<file path="config.mk">
export PLATFORM = sky130hd
export DESIGN_NAME = tci_core
export DESIGN_NICKNAME = d
export VERILOG_FILES = /design/src/core/tci_pkg.sv /design/src/core/tci_fifo.sv /design/src/core/tci_core.sv
export SDC_FILE = /design/constraint.sdc
export NUM_CORES = 1
export LEC_CHECK = 0
export CAP_MARGIN = 20
export CORE_MARGIN = 2
export CORE_UTILIZATION = 50
export DETAILED_ROUTE_END_ITERATION = 12
export DONT_BUFFER_PORTS = 1
export GPL_ROUTABILITY_DRIVEN = 0
export PLACE_DENSITY = 0.76
export SYNTH_ARGS = -nofsm -noshare
export SYNTH_HDL_FRONTEND = slang
export SYNTH_SLANG_ARGS = --single-unit
</file>
<file path="constraint.sdc">
create_clock -name i_mclk -period 4.3 [get_ports i_mclk]
set_input_delay 0.215 -clock i_mclk [delete_from_list [all_inputs] [get_ports i_mclk]]
set_output_delay 0.215 -clock i_mclk [all_outputs]
set_load 0.01 [all_outputs]
</file>
<file path="src/core/tci_pkg.sv">
package tci_pkg;

    // command bytes on the link
    localparam logic [7:0] CMD_MATCH_ID       = 8'h55;
    localparam logic [7:0] CMD_SKIP_ID        = 8'hcc;
    localparam logic [7:0] CMD_ALARM_SEARCH   = 8'hec;
    localparam logic [7:0] CMD_SEARCH         = 8'hf0;
    localparam logic [7:0] CMD_CONVERT        = 8'h44;
    localparam logic [7:0] CMD_WRITE_PAD      = 8'h4e;
    localparam logic [7:0] CMD_READ_PAD       = 8'hbe;
    localparam logic [7:0] CMD_COPY_PAD       = 8'h48;
    localparam logic [7:0] CMD_EEPROM_RECALL  = 8'hb8;
    localparam logic [7:0] CMD_READ_POWER     = 8'hb4;

    // scratchpad byte offsets
    localparam logic [3:0] SP_TEMP_LO         = 4'h0;
    localparam logic [3:0] SP_TEMP_HI         = 4'h1;
    localparam logic [3:0] SP_UPPER_ALARM     = 4'h2;
    localparam logic [3:0] SP_LOWER_ALARM     = 4'h3;
    localparam logic [3:0] SP_CONFIG          = 4'h4;
    localparam logic [3:0] SP_CHECK_BYTE      = 4'h8;

    // transfer lengths
    localparam logic [2:0] BIT_LAST           = 3'h7;
    localparam logic [3:0] ID_BYTE_LAST       = 4'h7;
    localparam logic [3:0] WR_BYTE_LAST       = 4'h2;
    localparam logic [3:0] SP_BYTE_LAST       = 4'h8;

    // configuration byte layout
    localparam int         CFG_RES_LSB        = 5;
    localparam logic [7:0] CFG_FIXED_ONES     = 8'h1f;
    localparam logic [7:0] CFG_RES_MASK       = 8'h60;
    localparam logic [7:0] CFG_RST            = 8'h7f;

    // values after reset, and the value read from reserved scratchpad bytes
    localparam logic [7:0]  UPPER_RST         = 8'h00;
    localparam logic [7:0]  LOWER_RST         = 8'h00;
    localparam logic [15:0] TEMP_RST          = 16'h0000;
    localparam logic [7:0]  SP_RESERVED_VAL   = 8'hff;

    // byte buffer
    localparam int         FIFO_WIDTH         = 8;
    localparam int         FIFO_DEPTH         = 8;

endpackage

</file>
<file path="src/core/tci_fifo.sv">
`timescale 1ns/1ps
module tci_fifo #(
    parameter int WIDTH = 8,
    parameter int DEPTH = 8
) (
    input  wire logic             i_mclk,
    input  wire logic             i_rst_n,
    input  wire logic             i_flush,
    input  wire logic             i_in_valid,
    output logic                  o_in_ready,
    input  wire logic [WIDTH-1:0] i_in_data,
    output logic                  o_out_valid,
    input  wire logic             i_out_ready,
    output logic [WIDTH-1:0]      o_out_data
);
    localparam int AW = (DEPTH > 1) ? $clog2(DEPTH) : 1;

    typedef struct packed {
        logic [DEPTH-1:0][WIDTH-1:0] mem;
        logic [AW-1:0]               wp;
        logic [AW-1:0]               rp;
        logic [AW:0]                 cnt;
    } tci_fifo_s;

    tci_fifo_s s_r;
    tci_fifo_s s_nxt;
    logic      push;
    logic      pop;

    assign o_in_ready  = (s_r.cnt != (AW+1)'(DEPTH));
    assign o_out_valid = (s_r.cnt != '0);
    assign o_out_data  = s_r.mem[s_r.rp];
    assign push        = i_in_valid && o_in_ready;
    assign pop         = i_out_ready && o_out_valid;

    function automatic logic [AW-1:0] ptr_inc(input logic [AW-1:0] p);
        ptr_inc = (p == AW'(DEPTH - 1)) ? '0 : p + AW'(1);
    endfunction

    always_comb begin
        s_nxt = s_r;
        if (push) begin
            s_nxt.mem[s_r.wp] = i_in_data;
            s_nxt.wp          = ptr_inc(s_r.wp);
        end
        if (pop) begin
            s_nxt.rp = ptr_inc(s_r.rp);
        end
        s_nxt.cnt = s_r.cnt + (AW+1)'(push) - (AW+1)'(pop);
        if (i_flush) begin
            s_nxt.wp  = '0;
            s_nxt.rp  = '0;
            s_nxt.cnt = '0;
        end
    end

    always_ff @(posedge i_mclk) begin
        if (!i_rst_n) begin
            s_r <= '0;
        end else begin
            s_r <= s_nxt;
        end
    end
endmodule

</file>
<file path="src/core/tci_core.sv">
`timescale 1ns/1ps
module tci_core (
    input  wire logic        i_mclk,
    input  wire logic        i_rst_n,
    input  wire logic        i_bus_reset,
    input  wire logic        i_rx_valid,
    input  wire logic        i_rx_bit,
    output logic             o_rx_ready,
    input  wire logic        i_read_slot,
    output logic             o_tx_bit,
    input  wire logic [63:0] i_rom_id,
    input  wire logic        i_parasite,
    input  wire logic [7:0]  i_sp_crc,
    output logic             o_search_start,
    output logic             o_search_alarm,
    output logic             o_conv_start,
    input  wire logic        i_conv_done,
    input  wire logic [15:0] i_conv_temp,
    output logic [1:0]       o_resolution,
    output logic             o_ee_write,
    output logic             o_ee_read,
    output logic [23:0]      o_ee_wdata,
    input  wire logic        i_ee_done,
    input  wire logic [23:0] i_ee_rdata,
    output logic [15:0]      o_temp,
    output logic [7:0]       o_upper,
    output logic [7:0]       o_lower,
    output logic [7:0]       o_config,
    output logic             o_alarm
);
    typedef enum logic [3:0] {
        ST_BOOT,
        ST_ROM,
        ST_MATCH,
        ST_FUNC,
        ST_WRITE,
        ST_READ,
        ST_CONV,
        ST_RECALL,
        ST_PWR,
        ST_IGNORE
    } tci_state_e;

    typedef struct packed {
        tci_state_e  state;
        logic        par_meta;
        logic        par_sync;
        logic [7:0]  rx_sh;
        logic [2:0]  rx_cnt;
        logic        rx_full;
        logic        rx_ready;
        logic [3:0]  idx;
        logic [2:0]  bitn;
        logic        miss;
        logic        tx_bit;
        logic        conv_busy;
        logic        conv_start;
        logic        ee_busy;
        logic        ee_is_read;
        logic        ee_write;
        logic        ee_read;
        logic [23:0] ee_wdata;
        logic        search_start;
        logic        search_alarm;
        logic [15:0] temp;
        logic [7:0]  upper;
        logic [7:0]  lower;
        logic [7:0]  config_b;
        logic        alarm;
    } tci_core_s;

    tci_core_s  s_r;
    tci_core_s  s_nxt;
    logic       f_valid;
    logic [7:0] f_data;
    logic       f_in_ready;
    logic       pop;

    // keeps the fixed configuration bits at their stuck values
    function automatic logic [7:0] cfg_fix(input logic [7:0] d);
        cfg_fix = (d & tci_pkg::CFG_RES_MASK) | tci_pkg::CFG_FIXED_ONES;
    endfunction

    function automatic logic [7:0] sp_byte(input tci_core_s s, input logic [3:0] i,
                                           input logic [7:0] crc);
        unique case (i)
            tci_pkg::SP_TEMP_LO:     sp_byte = s.temp[7:0];
            tci_pkg::SP_TEMP_HI:     sp_byte = s.temp[15:8];
            tci_pkg::SP_UPPER_ALARM: sp_byte = s.upper;
            tci_pkg::SP_LOWER_ALARM: sp_byte = s.lower;
            tci_pkg::SP_CONFIG:      sp_byte = s.config_b;
            tci_pkg::SP_CHECK_BYTE:  sp_byte = crc;
            default:                 sp_byte = tci_pkg::SP_RESERVED_VAL;
        endcase
    endfunction

    function automatic logic alarm_test(input logic [15:0] t, input logic [7:0] hi,
                                        input logic [7:0] lo);
        logic signed [7:0] whole;
        whole      = signed'(t[11:4]);
        alarm_test = (whole > signed'(hi)) || (whole < signed'(lo));
    endfunction

    tci_fifo #(
        .WIDTH (tci_pkg::FIFO_WIDTH),
        .DEPTH (tci_pkg::FIFO_DEPTH)
    ) u_fifo (
        .i_mclk      (i_mclk),
        .i_rst_n     (i_rst_n),
        .i_flush     (i_bus_reset),
        .i_in_valid  (s_r.rx_full),
        .o_in_ready  (f_in_ready),
        .i_in_data   (s_r.rx_sh),
        .o_out_valid (f_valid),
        .i_out_ready (pop),
        .o_out_data  (f_data)
    );

    always_comb begin
        logic [7:0] byte_v;
        byte_v         = 8'h00;
        s_nxt          = s_r;
        pop            = 1'b0;
        s_nxt.par_meta = i_parasite;
        s_nxt.par_sync = s_r.par_meta;
        s_nxt.conv_start   = 1'b0;
        s_nxt.ee_write     = 1'b0;
        s_nxt.ee_read      = 1'b0;
        s_nxt.search_start = 1'b0;

        // byte assembly, first bit lands in bit 0
        if (s_r.rx_full && f_in_ready) begin
            s_nxt.rx_full  = 1'b0;
            s_nxt.rx_ready = 1'b1;
        end
        if (i_rx_valid && s_r.rx_ready) begin
            s_nxt.rx_sh  = {i_rx_bit, s_r.rx_sh[7:1]};
            s_nxt.rx_cnt = s_r.rx_cnt + 3'h1;
            if (s_r.rx_cnt == tci_pkg::BIT_LAST) begin
                s_nxt.rx_full  = 1'b1;
                s_nxt.rx_ready = 1'b0;
            end
        end

        // completions are taken in any state so a reset cannot lose them
        if (s_r.conv_busy && i_conv_done) begin
            s_nxt.conv_busy = 1'b0;
            s_nxt.temp      = i_conv_temp;
            s_nxt.alarm     = alarm_test(i_conv_temp, s_r.upper, s_r.lower);
        end
        if (s_r.ee_busy && i_ee_done) begin
            s_nxt.ee_busy = 1'b0;
            if (s_r.ee_is_read) begin
                s_nxt.upper    = i_ee_rdata[7:0];
                s_nxt.lower    = i_ee_rdata[15:8];
                s_nxt.config_b = cfg_fix(i_ee_rdata[23:16]);
            end
        end

        unique case (s_r.state)
            ST_BOOT: begin
                s_nxt.ee_read    = 1'b1;
                s_nxt.ee_busy    = 1'b1;
                s_nxt.ee_is_read = 1'b1;
                s_nxt.state      = ST_IGNORE;
            end
            ST_ROM: begin
                pop = f_valid;
                if (f_valid) begin
                    s_nxt.idx  = 4'h0;
                    s_nxt.miss = 1'b0;
                    unique case (f_data)
                        tci_pkg::CMD_MATCH_ID: s_nxt.state = ST_MATCH;
                        tci_pkg::CMD_SKIP_ID:  s_nxt.state = ST_FUNC;
                        tci_pkg::CMD_ALARM_SEARCH: begin
                            s_nxt.search_start = s_r.alarm;
                            s_nxt.search_alarm = 1'b1;
                            s_nxt.state        = ST_IGNORE;
                        end
                        tci_pkg::CMD_SEARCH: begin
                            s_nxt.search_start = 1'b1;
                            s_nxt.search_alarm = 1'b0;
                            s_nxt.state        = ST_IGNORE;
                        end
                        default: s_nxt.state = ST_IGNORE;
                    endcase
                end
            end
            ST_MATCH: begin
                pop = f_valid;
                if (f_valid) begin
                    byte_v = i_rom_id[s_r.idx[2:0]*8 +: 8];
                    if (f_data != byte_v) begin
                        s_nxt.miss = 1'b1;
                    end
                    s_nxt.idx = s_r.idx + 4'h1;
                    if (s_r.idx == tci_pkg::ID_BYTE_LAST) begin
                        s_nxt.state = (s_r.miss || (f_data != byte_v)) ? ST_IGNORE
                                                                       : ST_FUNC;
                    end
                end
            end
            ST_FUNC: begin
                // hold the byte back until the previous long operation is over
                pop = f_valid && !s_r.conv_busy && !s_r.ee_busy;
                if (pop) begin
                    s_nxt.idx  = 4'h0;
                    s_nxt.bitn = 3'h0;
                    unique case (f_data)
                        tci_pkg::CMD_CONVERT: begin
                            s_nxt.conv_start = 1'b1;
                            s_nxt.conv_busy  = 1'b1;
                            s_nxt.state      = ST_CONV;
                        end
                        tci_pkg::CMD_WRITE_PAD: s_nxt.state = ST_WRITE;
                        tci_pkg::CMD_READ_PAD:  s_nxt.state = ST_READ;
                        tci_pkg::CMD_COPY_PAD: begin
                            s_nxt.ee_write   = 1'b1;
                            s_nxt.ee_busy    = 1'b1;
                            s_nxt.ee_is_read = 1'b0;
                            s_nxt.ee_wdata   = {s_r.config_b, s_r.lower, s_r.upper};
                            s_nxt.state      = ST_IGNORE;
                        end
                        tci_pkg::CMD_EEPROM_RECALL: begin
                            s_nxt.ee_read    = 1'b1;
                            s_nxt.ee_busy    = 1'b1;
                            s_nxt.ee_is_read = 1'b1;
                            s_nxt.state      = ST_RECALL;
                        end
                        tci_pkg::CMD_READ_POWER: s_nxt.state = ST_PWR;
                        default:                 s_nxt.state = ST_IGNORE;
                    endcase
                end
            end
            ST_WRITE: begin
                pop = f_valid;
                if (f_valid) begin
                    s_nxt.idx = s_r.idx + 4'h1;
                    unique case (s_r.idx)
                        4'h0:    s_nxt.upper    = f_data;
                        4'h1:    s_nxt.lower    = f_data;
                        default: s_nxt.config_b = cfg_fix(f_data);
                    endcase
                    if (s_r.idx == tci_pkg::WR_BYTE_LAST) begin
                        s_nxt.state = ST_IGNORE;
                    end
                end
            end
            ST_READ: begin
                pop = f_valid;
                if (i_read_slot) begin
                    s_nxt.bitn = s_r.bitn + 3'h1;
                    if (s_r.bitn == tci_pkg::BIT_LAST) begin
                        s_nxt.idx = s_r.idx + 4'h1;
                        if (s_r.idx == tci_pkg::SP_BYTE_LAST) begin
                            s_nxt.state = ST_IGNORE;
                        end
                    end
                end
            end
            ST_CONV, ST_RECALL: begin
                pop = f_valid;
            end
            ST_PWR: begin
                pop = f_valid;
                if (i_read_slot) begin
                    s_nxt.state = ST_IGNORE;
                end
            end
            ST_IGNORE: begin
                pop = f_valid;
            end
        endcase

        if (i_bus_reset) begin
            pop            = 1'b0;
            s_nxt.rx_cnt   = 3'h0;
            s_nxt.rx_full  = 1'b0;
            s_nxt.rx_ready = 1'b1;
            if (s_r.state != ST_BOOT) begin
                s_nxt.state = ST_ROM;
            end
        end

        // answer for the next read slot, 1 leaves the line released
        unique case (s_nxt.state)
            ST_READ: begin
                byte_v       = sp_byte(s_nxt, s_nxt.idx, i_sp_crc);
                s_nxt.tx_bit = byte_v[s_nxt.bitn];
            end
            ST_CONV:   s_nxt.tx_bit = s_r.par_sync || !s_nxt.conv_busy;
            ST_RECALL: s_nxt.tx_bit = !s_nxt.ee_busy;
            ST_PWR:    s_nxt.tx_bit = !s_r.par_sync;
            default:   s_nxt.tx_bit = 1'b1;
        endcase
    end

    always_ff @(posedge i_mclk) begin
        if (!i_rst_n) begin
            s_r          <= '0;
            s_r.state    <= ST_BOOT;
            s_r.rx_ready <= 1'b1;
            s_r.tx_bit   <= 1'b1;
            s_r.temp     <= tci_pkg::TEMP_RST;
            s_r.upper    <= tci_pkg::UPPER_RST;
            s_r.lower    <= tci_pkg::LOWER_RST;
            s_r.config_b <= tci_pkg::CFG_RST;
        end else begin
            s_r <= s_nxt;
        end
    end

    assign o_rx_ready     = s_r.rx_ready;
    assign o_tx_bit       = s_r.tx_bit;
    assign o_search_start = s_r.search_start;
    assign o_search_alarm = s_r.search_alarm;
    assign o_conv_start   = s_r.conv_start;
    assign o_resolution   = s_r.config_b[tci_pkg::CFG_RES_LSB +: 2];
    assign o_ee_write     = s_r.ee_write;
    assign o_ee_read      = s_r.ee_read;
    assign o_ee_wdata     = s_r.ee_wdata;
    assign o_temp         = s_r.temp;
    assign o_upper        = s_r.upper;
    assign o_lower        = s_r.lower;
    assign o_config       = s_r.config_b;
    assign o_alarm        = s_r.alarm;
endmodule

</file>
Word-level counts from Yosys, hierarchy flattened

Index checks and enable logic that the tools add are counted.

Equal/unequal tests: 43
Shift-type cells: 1
Muxes and demuxes: 64
Order comparisons: 6
Bitwise logic cells: 1
$add $sub $neg: 7
Reduce and logical (&&, ||, !) cells: 34

Operator list:

| kind                                                | number |
|---|---|
| 2-to-1 mux 24 bit                                   | 5 |
| bitwise mux 64 bit                                  | 1 |
| 2-to-1 mux 4 bit                                    | 16 |
| indexed part select 64 x 7 -> 8 bit                 | 1 |
| equality test 8 bit, second input constant          | 6 |
| 2-to-1 mux 8 bit                                    | 6 |
| case mux 8 bit (6 select lines)                     | 1 |
| equality test 4 x 3 -> 1 bit, second input constant | 9 |
| equality test 8 x 7 -> 1 bit, second input constant | 4 |
| 2-to-1 mux 30 bit                                   | 1 |
| case mux 4 bit (7 select lines)                     | 1 |
| binary-select mux 8 bit (select 3 bit)              | 1 |
| demux 8 bit (select 3 bit)                          | 1 |
| equality test 4 x 2 -> 1 bit, second input constant | 5 |
| equality test 4 bit, second input constant          | 5 |
| case mux 4 bit (5 select lines)                     | 1 |
| 2-to-1 mux 16 bit                                   | 1 |
| case mux 4 bit (4 select lines)                     | 1 |
| AND reduction 3 bit                                 | 5 |
| 2-to-1 mux 7 bit                                    | 2 |
| adder 3 x 1 -> 3 bit, second input constant         | 4 |
| equality test 3 bit, second input constant          | 4 |
| equality test 4 x 1 -> 1 bit, second input constant | 3 |
| zero test 4 bit                                     | 3 |
| 29 further kinds                                    | 69 |

Register bits after elaboration: 175
Word-level logic and storage cells: 192
Input bits: 121
Output and inout bits: 74

Depth between registers and ports, before layout

Depth in word-level cells: 15
Mapped depth: 17
Depth with buffers taken out: 16

Hierarchy

A second synthesis with hierarchy kept.

Cells, all modules: 1,144
Area total of the unflattened synthesis: 9,974.6 um^2

Modules (own cells, without submodules):

| module   | seq. area each (um^2) | cells each | instances | area each (um^2) |
|---|---|---|---|---|
| tci_core | 2,021.9               | 824        | 1         | 6,532.5 |
| tci_fifo | 1,481.4               | 320        | 1         | 3,442.1 |

Worst setup path before layout

OpenSTA, ideal clock, no wires.

Kind: register to register
Start point: reg u_fifo.s_r[2] (netlist bit)
End point: reg s_r, in the netlist o_tx_bit
Cell stages (with the launch flop): 15
Slack: 1.298 ns
Arrival time: 2.885 ns
Library setup time: 0.117 ns
Period minus slack after synthesis: 3.002 ns
Data required time: 4.183 ns
Path buffers: 1
Cells stage by stage: dfxtp_1 -> inv_1 -> ha_1 -> or3b_1 -> buf_2 -> inv_4 -> nor4b_1 -> o211ai_1 -> a21oi_1 -> and4bb_2 -> a221oi_1 -> a21oi_1 -> o221ai_1 -> nand3_1 -> a32o_1

Longest elaborated chain between the ends: 11
Elaborated cells between the ends (all ways): 38
Those cells by class: eq/ne (9); mux (22); reduce/logical (7)

RTL lines:

| item                                        | RTL line        | RTL |
|---|---|---|
| start, declared                             | tci_fifo.sv:25  | `tci_fifo_s s_r;` |
| start signal, assigned                      | tci_fifo.sv:61  | `s_r <= s_nxt;` |
| nonzero test 4 bit (*)                      | tci_fifo.sv:31  | `assign o_out_valid = (s_r.cnt != '0);` |
| logical AND 1 bit (2 in a row)              | tci_core.sv:205 | `pop = f_valid && !s_r.conv_busy && !s_r.ee_busy;` |
| 2-to-1 mux 7 bit                            | tci_core.sv:206 | `if (pop) begin` |
| case mux 4 bit (4 select lines)             | tci_core.sv:160 | `unique case (s_r.state)` |
| equality test 4 bit (tied with other cells) | tci_core.sv:86  | `unique case (i)` |
| case mux 8 bit (6 select lines)             | tci_core.sv:86  |  |
| 2-to-1 mux 8 bit                            | tci_core.sv:286 | `unique case (s_nxt.state)` |
| binary-select mux 1 bit (select 3 bit)      | tci_core.sv:289 | `s_nxt.tx_bit = byte_v[s_nxt.bitn];` |
| 2-to-1 mux 1 bit (not written as such)      | tci_core.sv:289 |  |
| case mux 1 bit (4 select lines) (*)         | tci_core.sv:286 |  |
| end signal, assigned                        | tci_core.sv:309 | `s_r <= s_nxt;` |
| end, declared                               | tci_core.sv:72  | `tci_core_s s_r;` |

Every way passes the cells marked *; elsewhere a longest branch is shown, timed or not. The select of a mux whose other input is x is not followed.
A chain may end at the register's enable or synchronous reset.

Worst setup path after layout

Start point: reg u_fifo.s_r[6] (netlist bit)
End point: reg s_r, in the netlist o_tx_bit

Longest elaborated chain between the ends: 12
Elaborated cells between the ends (all ways): 44
Those cells by class: eq/ne (13); mux (27); reduce/logical (4)

RTL lines:

| item                                        | RTL line        | RTL |
|---|---|---|
| binary-select mux 8 bit (select 3 bit) (*)  | tci_fifo.sv:32  | `assign o_out_data = s_r.mem[s_r.rp];` |
| 2-to-1 mux 8 bit (not written as such) (*)  | tci_fifo.sv:32  |  |
| inequality test 8 bit                       | tci_core.sv:198 | `s_nxt.state = (s_r.miss \|\| (f_data != byte_v)) ? ST_IGNORE` |
| logical OR 1 bit                            | tci_core.sv:198 |  |
| 2-to-1 mux 4 bit                            | tci_core.sv:198 |  |
| 2-to-1 mux 4 bit                            | tci_core.sv:197 | `if (s_r.idx == tci_pkg::ID_BYTE_LAST) begin` |
| 2-to-1 mux 4 bit                            | tci_core.sv:191 | `if (f_valid) begin` |
| case mux 4 bit (7 select lines)             | tci_core.sv:160 |  |
| 2-to-1 mux 4 bit                            | tci_core.sv:280 | `if (s_r.state != ST_BOOT) begin` |
| 2-to-1 mux 4 bit                            | tci_core.sv:275 | `if (i_bus_reset) begin` |
| equality test 4 bit (tied with other cells) | tci_core.sv:286 |  |
| case mux 1 bit (4 select lines) (*)         | tci_core.sv:286 |  |

Marked as above.

==> Implementation_results.wiki <==
{| class="wikitable"
! Metric !! Value
|-
| Sort of element at the start of the critical path || flip-flop
|-
| Met2 Usage GRT || 40.44%
|-
| Maximum fanout encountered on the critical timing path || 30
|-
| Final #Nets || 1231
|-
| Final-report hold violation count || 0
|-
| Transition at the pin with the smallest max-transition slack || 1.054 ns
|-
| Number of core rows || 52
|-
| Achievable frequency || 0.2698 GHz
|-
| Placeable core region || 0.02030 sq mm
|-
| Library cell used as clock root buffer || clkbuf_16
|-
| Clock transition time at the flip-flop clock pins of the worst setup and hold paths || 0.07 ns
|-
| Clock tree from TritonCTS || built
|-
| Filler cell count || 1813
|-
| EDFF count, synth || 0
|-
| Maximum number of pins on one net before global-route repair || 89
|-
| Finished Cell Area || 0.01084 sq mm
|-
| Multi-input combinational cell area || 0.005922 sq mm
|-
| Synthesized area per cell || 8.968 sq um
|-
| Gate power share || 4.9%
|-
| Number of sinks on the clock net || 175
|-
| Mapped cell area || 0.01038 sq mm
|-
| Postcts setup bufs || 0
|-
| Top library cells by usage in the layout, fill and taps aside || 174 x dfxtp_1, 162 x nor2_1, 156 x mux2i_1
|-
| Total Negative Setup Slacks || 0 ns
|-
| Fin cells || 1355
|-
| Yosys reg bits || 175
|-
| Final HPWL DP || 19180 um
|-
| Wire length per cell || 19.75 um
|-
| Pre-antenna DRT Iters || 5
|-
| Minimum clock period after layout || 3.706 ns
|-
| Post-DRT Antenna Nets || 0
|-
| Critical Path Sink Type || flip-flop
|-
| Initial Util || 51.12%
|-
| Gate Count Post-Synth || 1157
|-
| Cell family with most CP delay || compound AO/OA/AOI/OAI gates
|-
| Number of buffers inserted by port buffering || 0
|-
| Most common cell after layout, fill and taps aside || dfxtp_1
|-
| Met1 track demand over resource || 31.02%
|-
| Global-route met3 utilization || 4.264%
|-
| GRT Residual Overflow || 0
|-
| Chip height || 148.1 um
|-
| H-tree levels || 4
|-
| Power Density || 312.6 mW/mm^2
|-
| Critical Setup Path Class || flip-flop to flip-flop
|-
| Average via count per standard cell || 6.036
|-
| Proportion of register bits with asynchronous set or reset after synthesis || 0%
|-
| RSZ-0062 raised after global routing || false
|-
| Layout cells sized above 1 || 11.52%
|-
| Number of buffers added by the clock tree synthesis step || 17
|-
| Number of nets in the synthesized netlist || 1313
|-
| Path category of the worst min-delay check || input pin to flip-flop
|-
| Count of buffering cells on the critical path with inverters included || 1
|-
| Fraction of the cycle the final worst path needs || 86.19%
|-
| Part of the Yosys area used for sequential elements || 33.76%
|-
| Data arrival time of the critical path || 4.03 ns
|-
| Number of placed I/O pins || 195
|-
| Required time at the endpoint of the critical path || 4.62 ns
|-
| Maximum ir drop on the vdd rail || 0.1857 mV
|-
| Instance area at placement || 0.01007 sq mm
|-
| Routing layer with the top usage in global route || met2
|-
| Die X-Extent || 148.1 um
|-
| Overall global routing resource usage || 23.96%
|-
| Status || completed
|-
| Clock latency at the later pin of the worst-skew pair || 0.44 ns
|-
| Worst-case clock skew || 0.01077 ns
|-
| Seq. cell area || 0.003505 sq mm
|-
| Switching power total || 762.3 uW
|-
| Clock group share of total power || 46.2%
|-
| Maximum number of buffers from clock root to sink || 2
|-
| Number of cells in the design after placement || 1308
|-
| Final Setup Violations || 0
|-
| Die outline area || 0.02192 sq mm
|-
| Antenna cells || 0
|-
| Share of total power consumed by net switching || 22.51%
|-
| Number of maximum-capacitance constraint violations || 0
|-
| Layout Area Growth over Synthesis || 4.425%
|-
| Slowest cell on the critical path || dfxtp_2
|-
| Cell breakdown of the critical path || buf_4 > mux2i_1 > a22o_1 > or2_1 > and2_1 > o211ai_1 > a21oi_1 > o21ai_0 > or2_2 > or3b_1 > a32o_1
|-
| DR iter-0 viols || 786
|-
| Number of pins exceeding their max-slew limit in the final report || 0
|-
| Synth warn || 0
|-
| Normalized max-slew margin || 29.54%
|-
| Post-Route WL || 26770 um
|-
| Top flip-flop cell by instance count after synthesis || dfxtp_1
|-
| DRC violation count after routing || 0
|-
| Via count of the first global-routing pass || 7793
|-
| Antenna violations before repair || 0
|-
| Routed vias || 8179
|-
| Internal power consumption || 2624 uW
|-
| Power share of the sequential group || 49.0%
|-
| Crit-path max cell delay || 0.79 ns
|-
| Number of distinct library cells after synthesis || 74
|-
| Wire length of the first global-routing pass || 41820 um
|-
| Leakage dissipation || 0.004331 uW
|}
-- metal layers --
layer | vias to the layer above | part of all wire (%)
met1 | 3950 | 42
met5 | - | 0
li1 | 3846 | -
met2 | 328 | 49
met3 | 55 | 6.7
met4 | 0 | 2.6
-- kinds of logic (layout without fill, tap and decap cells) --
logic type | count (synthesis) | after routing | share of synthesized area, %
AND/OR/NAND/NOR | 395 | 395 | 17.87
multiplexers | 208 | 208 | 23.79
flip-flops | 175 | 175 | 33.76
buffers and inverters | 175 | 103 | 9.333
AO/OA/AOI/OAI | 158 | 158 | 10.02
adder cells (fa/ha/maj) | 35 | 35 | 4.293
XOR/XNOR | 11 | 11 | 0.9286
-- power by group through the flow --
stage          registers, uW  logic (uW)  clock network [uW]
2_1_floorplan           1680         138                   0
3_3_place_gp            1690         141                   0
3_5_place_dp            1690         144                   0
4_1_cts                 1660         162                1580
5_1_grt                 1660         182                1650
6_report                1660         165                1560
-- path summary, 6_finish.rpt --
check	slack [ns]	end	start	cells past startpoint
worst max-delay path	0.59	o_tx_bit$_SDFF_PN1_	u_fifo.s_r[6]$_SDFFE_PP0P_	11
worst min-delay path	0.01	o_alarm$_SDFFE_PN0P_	i_conv_done	2
worst max register to register	0.59	o_tx_bit$_SDFF_PN1_	u_fifo.s_r[6]$_SDFFE_PP0P_	11
worst min register to register	0.44	s_r[95]$_SDFF_PN0_	s_nxt[95]$_SDFF_PN0_	1
-- worst reg2reg max path: stages (launching register included) --
cell      delay [ns]
dfxtp_2         0.79
buf_4           0.46
mux2i_1         0.16
a22o_1          0.26
or2_1           0.32
and2_1          0.21
o211ai_1        0.30
a21oi_1         0.10
o21ai_0         0.27
or2_2           0.18
or3b_1          0.33
a32o_1          0.20
-- per-stage QoR --
step	util, %	power (uW)	setup WS, ns	hold slack (ns)
CTS	53.38	3399	0.6978	0.004765
finish	53.38	3387	0.5938	0.01462
floorplan	-	1814	1.298	0.3106
detailed placement	49.62	1839	0.7128	0.2902
global placement	49.62	1835	0.7538	0.2869
global route	53.38	3492	0.2704	0.02344
-- state kept, by name, summed over array words and instances (netlist names) --
| register | cells |
|---|---|
| o_alarm | 1 |
| o_config | 8 |
| o_conv_start | 1 |
| o_ee_read | 1 |
| o_ee_wdata | 24 |
| o_ee_write | 1 |
| o_lower | 8 |
| o_rx_ready | 1 |
| o_search_alarm | 1 |
| o_search_start | 1 |
| o_temp | 16 |
| o_tx_bit | 1 |
| o_upper | 8 |
| s_nxt | 1 |
| s_r | 28 |
| u_fifo.s_r | 74 |
-- cell usage after synthesis, types with 3 or more instances --
master	number	area share, %
or3b_1	3	0.25
o31ai_1	5	0.36
a22o_1	4	0.34
a21oi_1	44	2.1
o211ai_1	5	0.36
nand4b_1	3	0.25
dfxtp_1	175	34
nor4_1	3	0.18
clkbuf_1	42	1.5
mux2_2	23	2.5
xor2_1	3	0.25
nor2_1	162	5.9
nand2_1	85	3.1
a31oi_1	3	0.18
buf_1	4	0.14
or2_2	11	0.66
a41o_1	3	0.29
nand3_1	45	2.2
mux2i_1	156	15
ha_1	34	4.1
nor4b_1	4	0.34
nor3_1	9	0.43
o21a_1	8	0.58
mux4_2	27	5.9
and2_1	18	1.1
nand3b_1	6	0.43
a221oi_1	4	0.34
and3_1	8	0.48
buf_2	16	0.77
nand2b_1	4	0.24
xnor2_1	8	0.68
nand4_1	11	0.66
buf_4	73	5.3
nor2b_1	10	0.60
inv_1	36	1.3
o21ai_0	43	2.1
a21o_1	5	0.36
a211oi_1	6	0.43
-- repair_timing --
action	4_1_cts	5_1_grt
endpoints found under the hold margin	34	0
resized for setup	0	0
hold buffers	18	0
-- cell type report --
class,instances,share of cell area [%]
Tap cell,270,3.118
Inverter,38,1.363
Timing Repair Buffer,36,3.141
Sequential cell,175,32.34
Clock buffer,19,4.088
Clock inverter,10,1.293
Multi-Input combinational cell,807,54.65
Power figures use the tool's default switching activity.
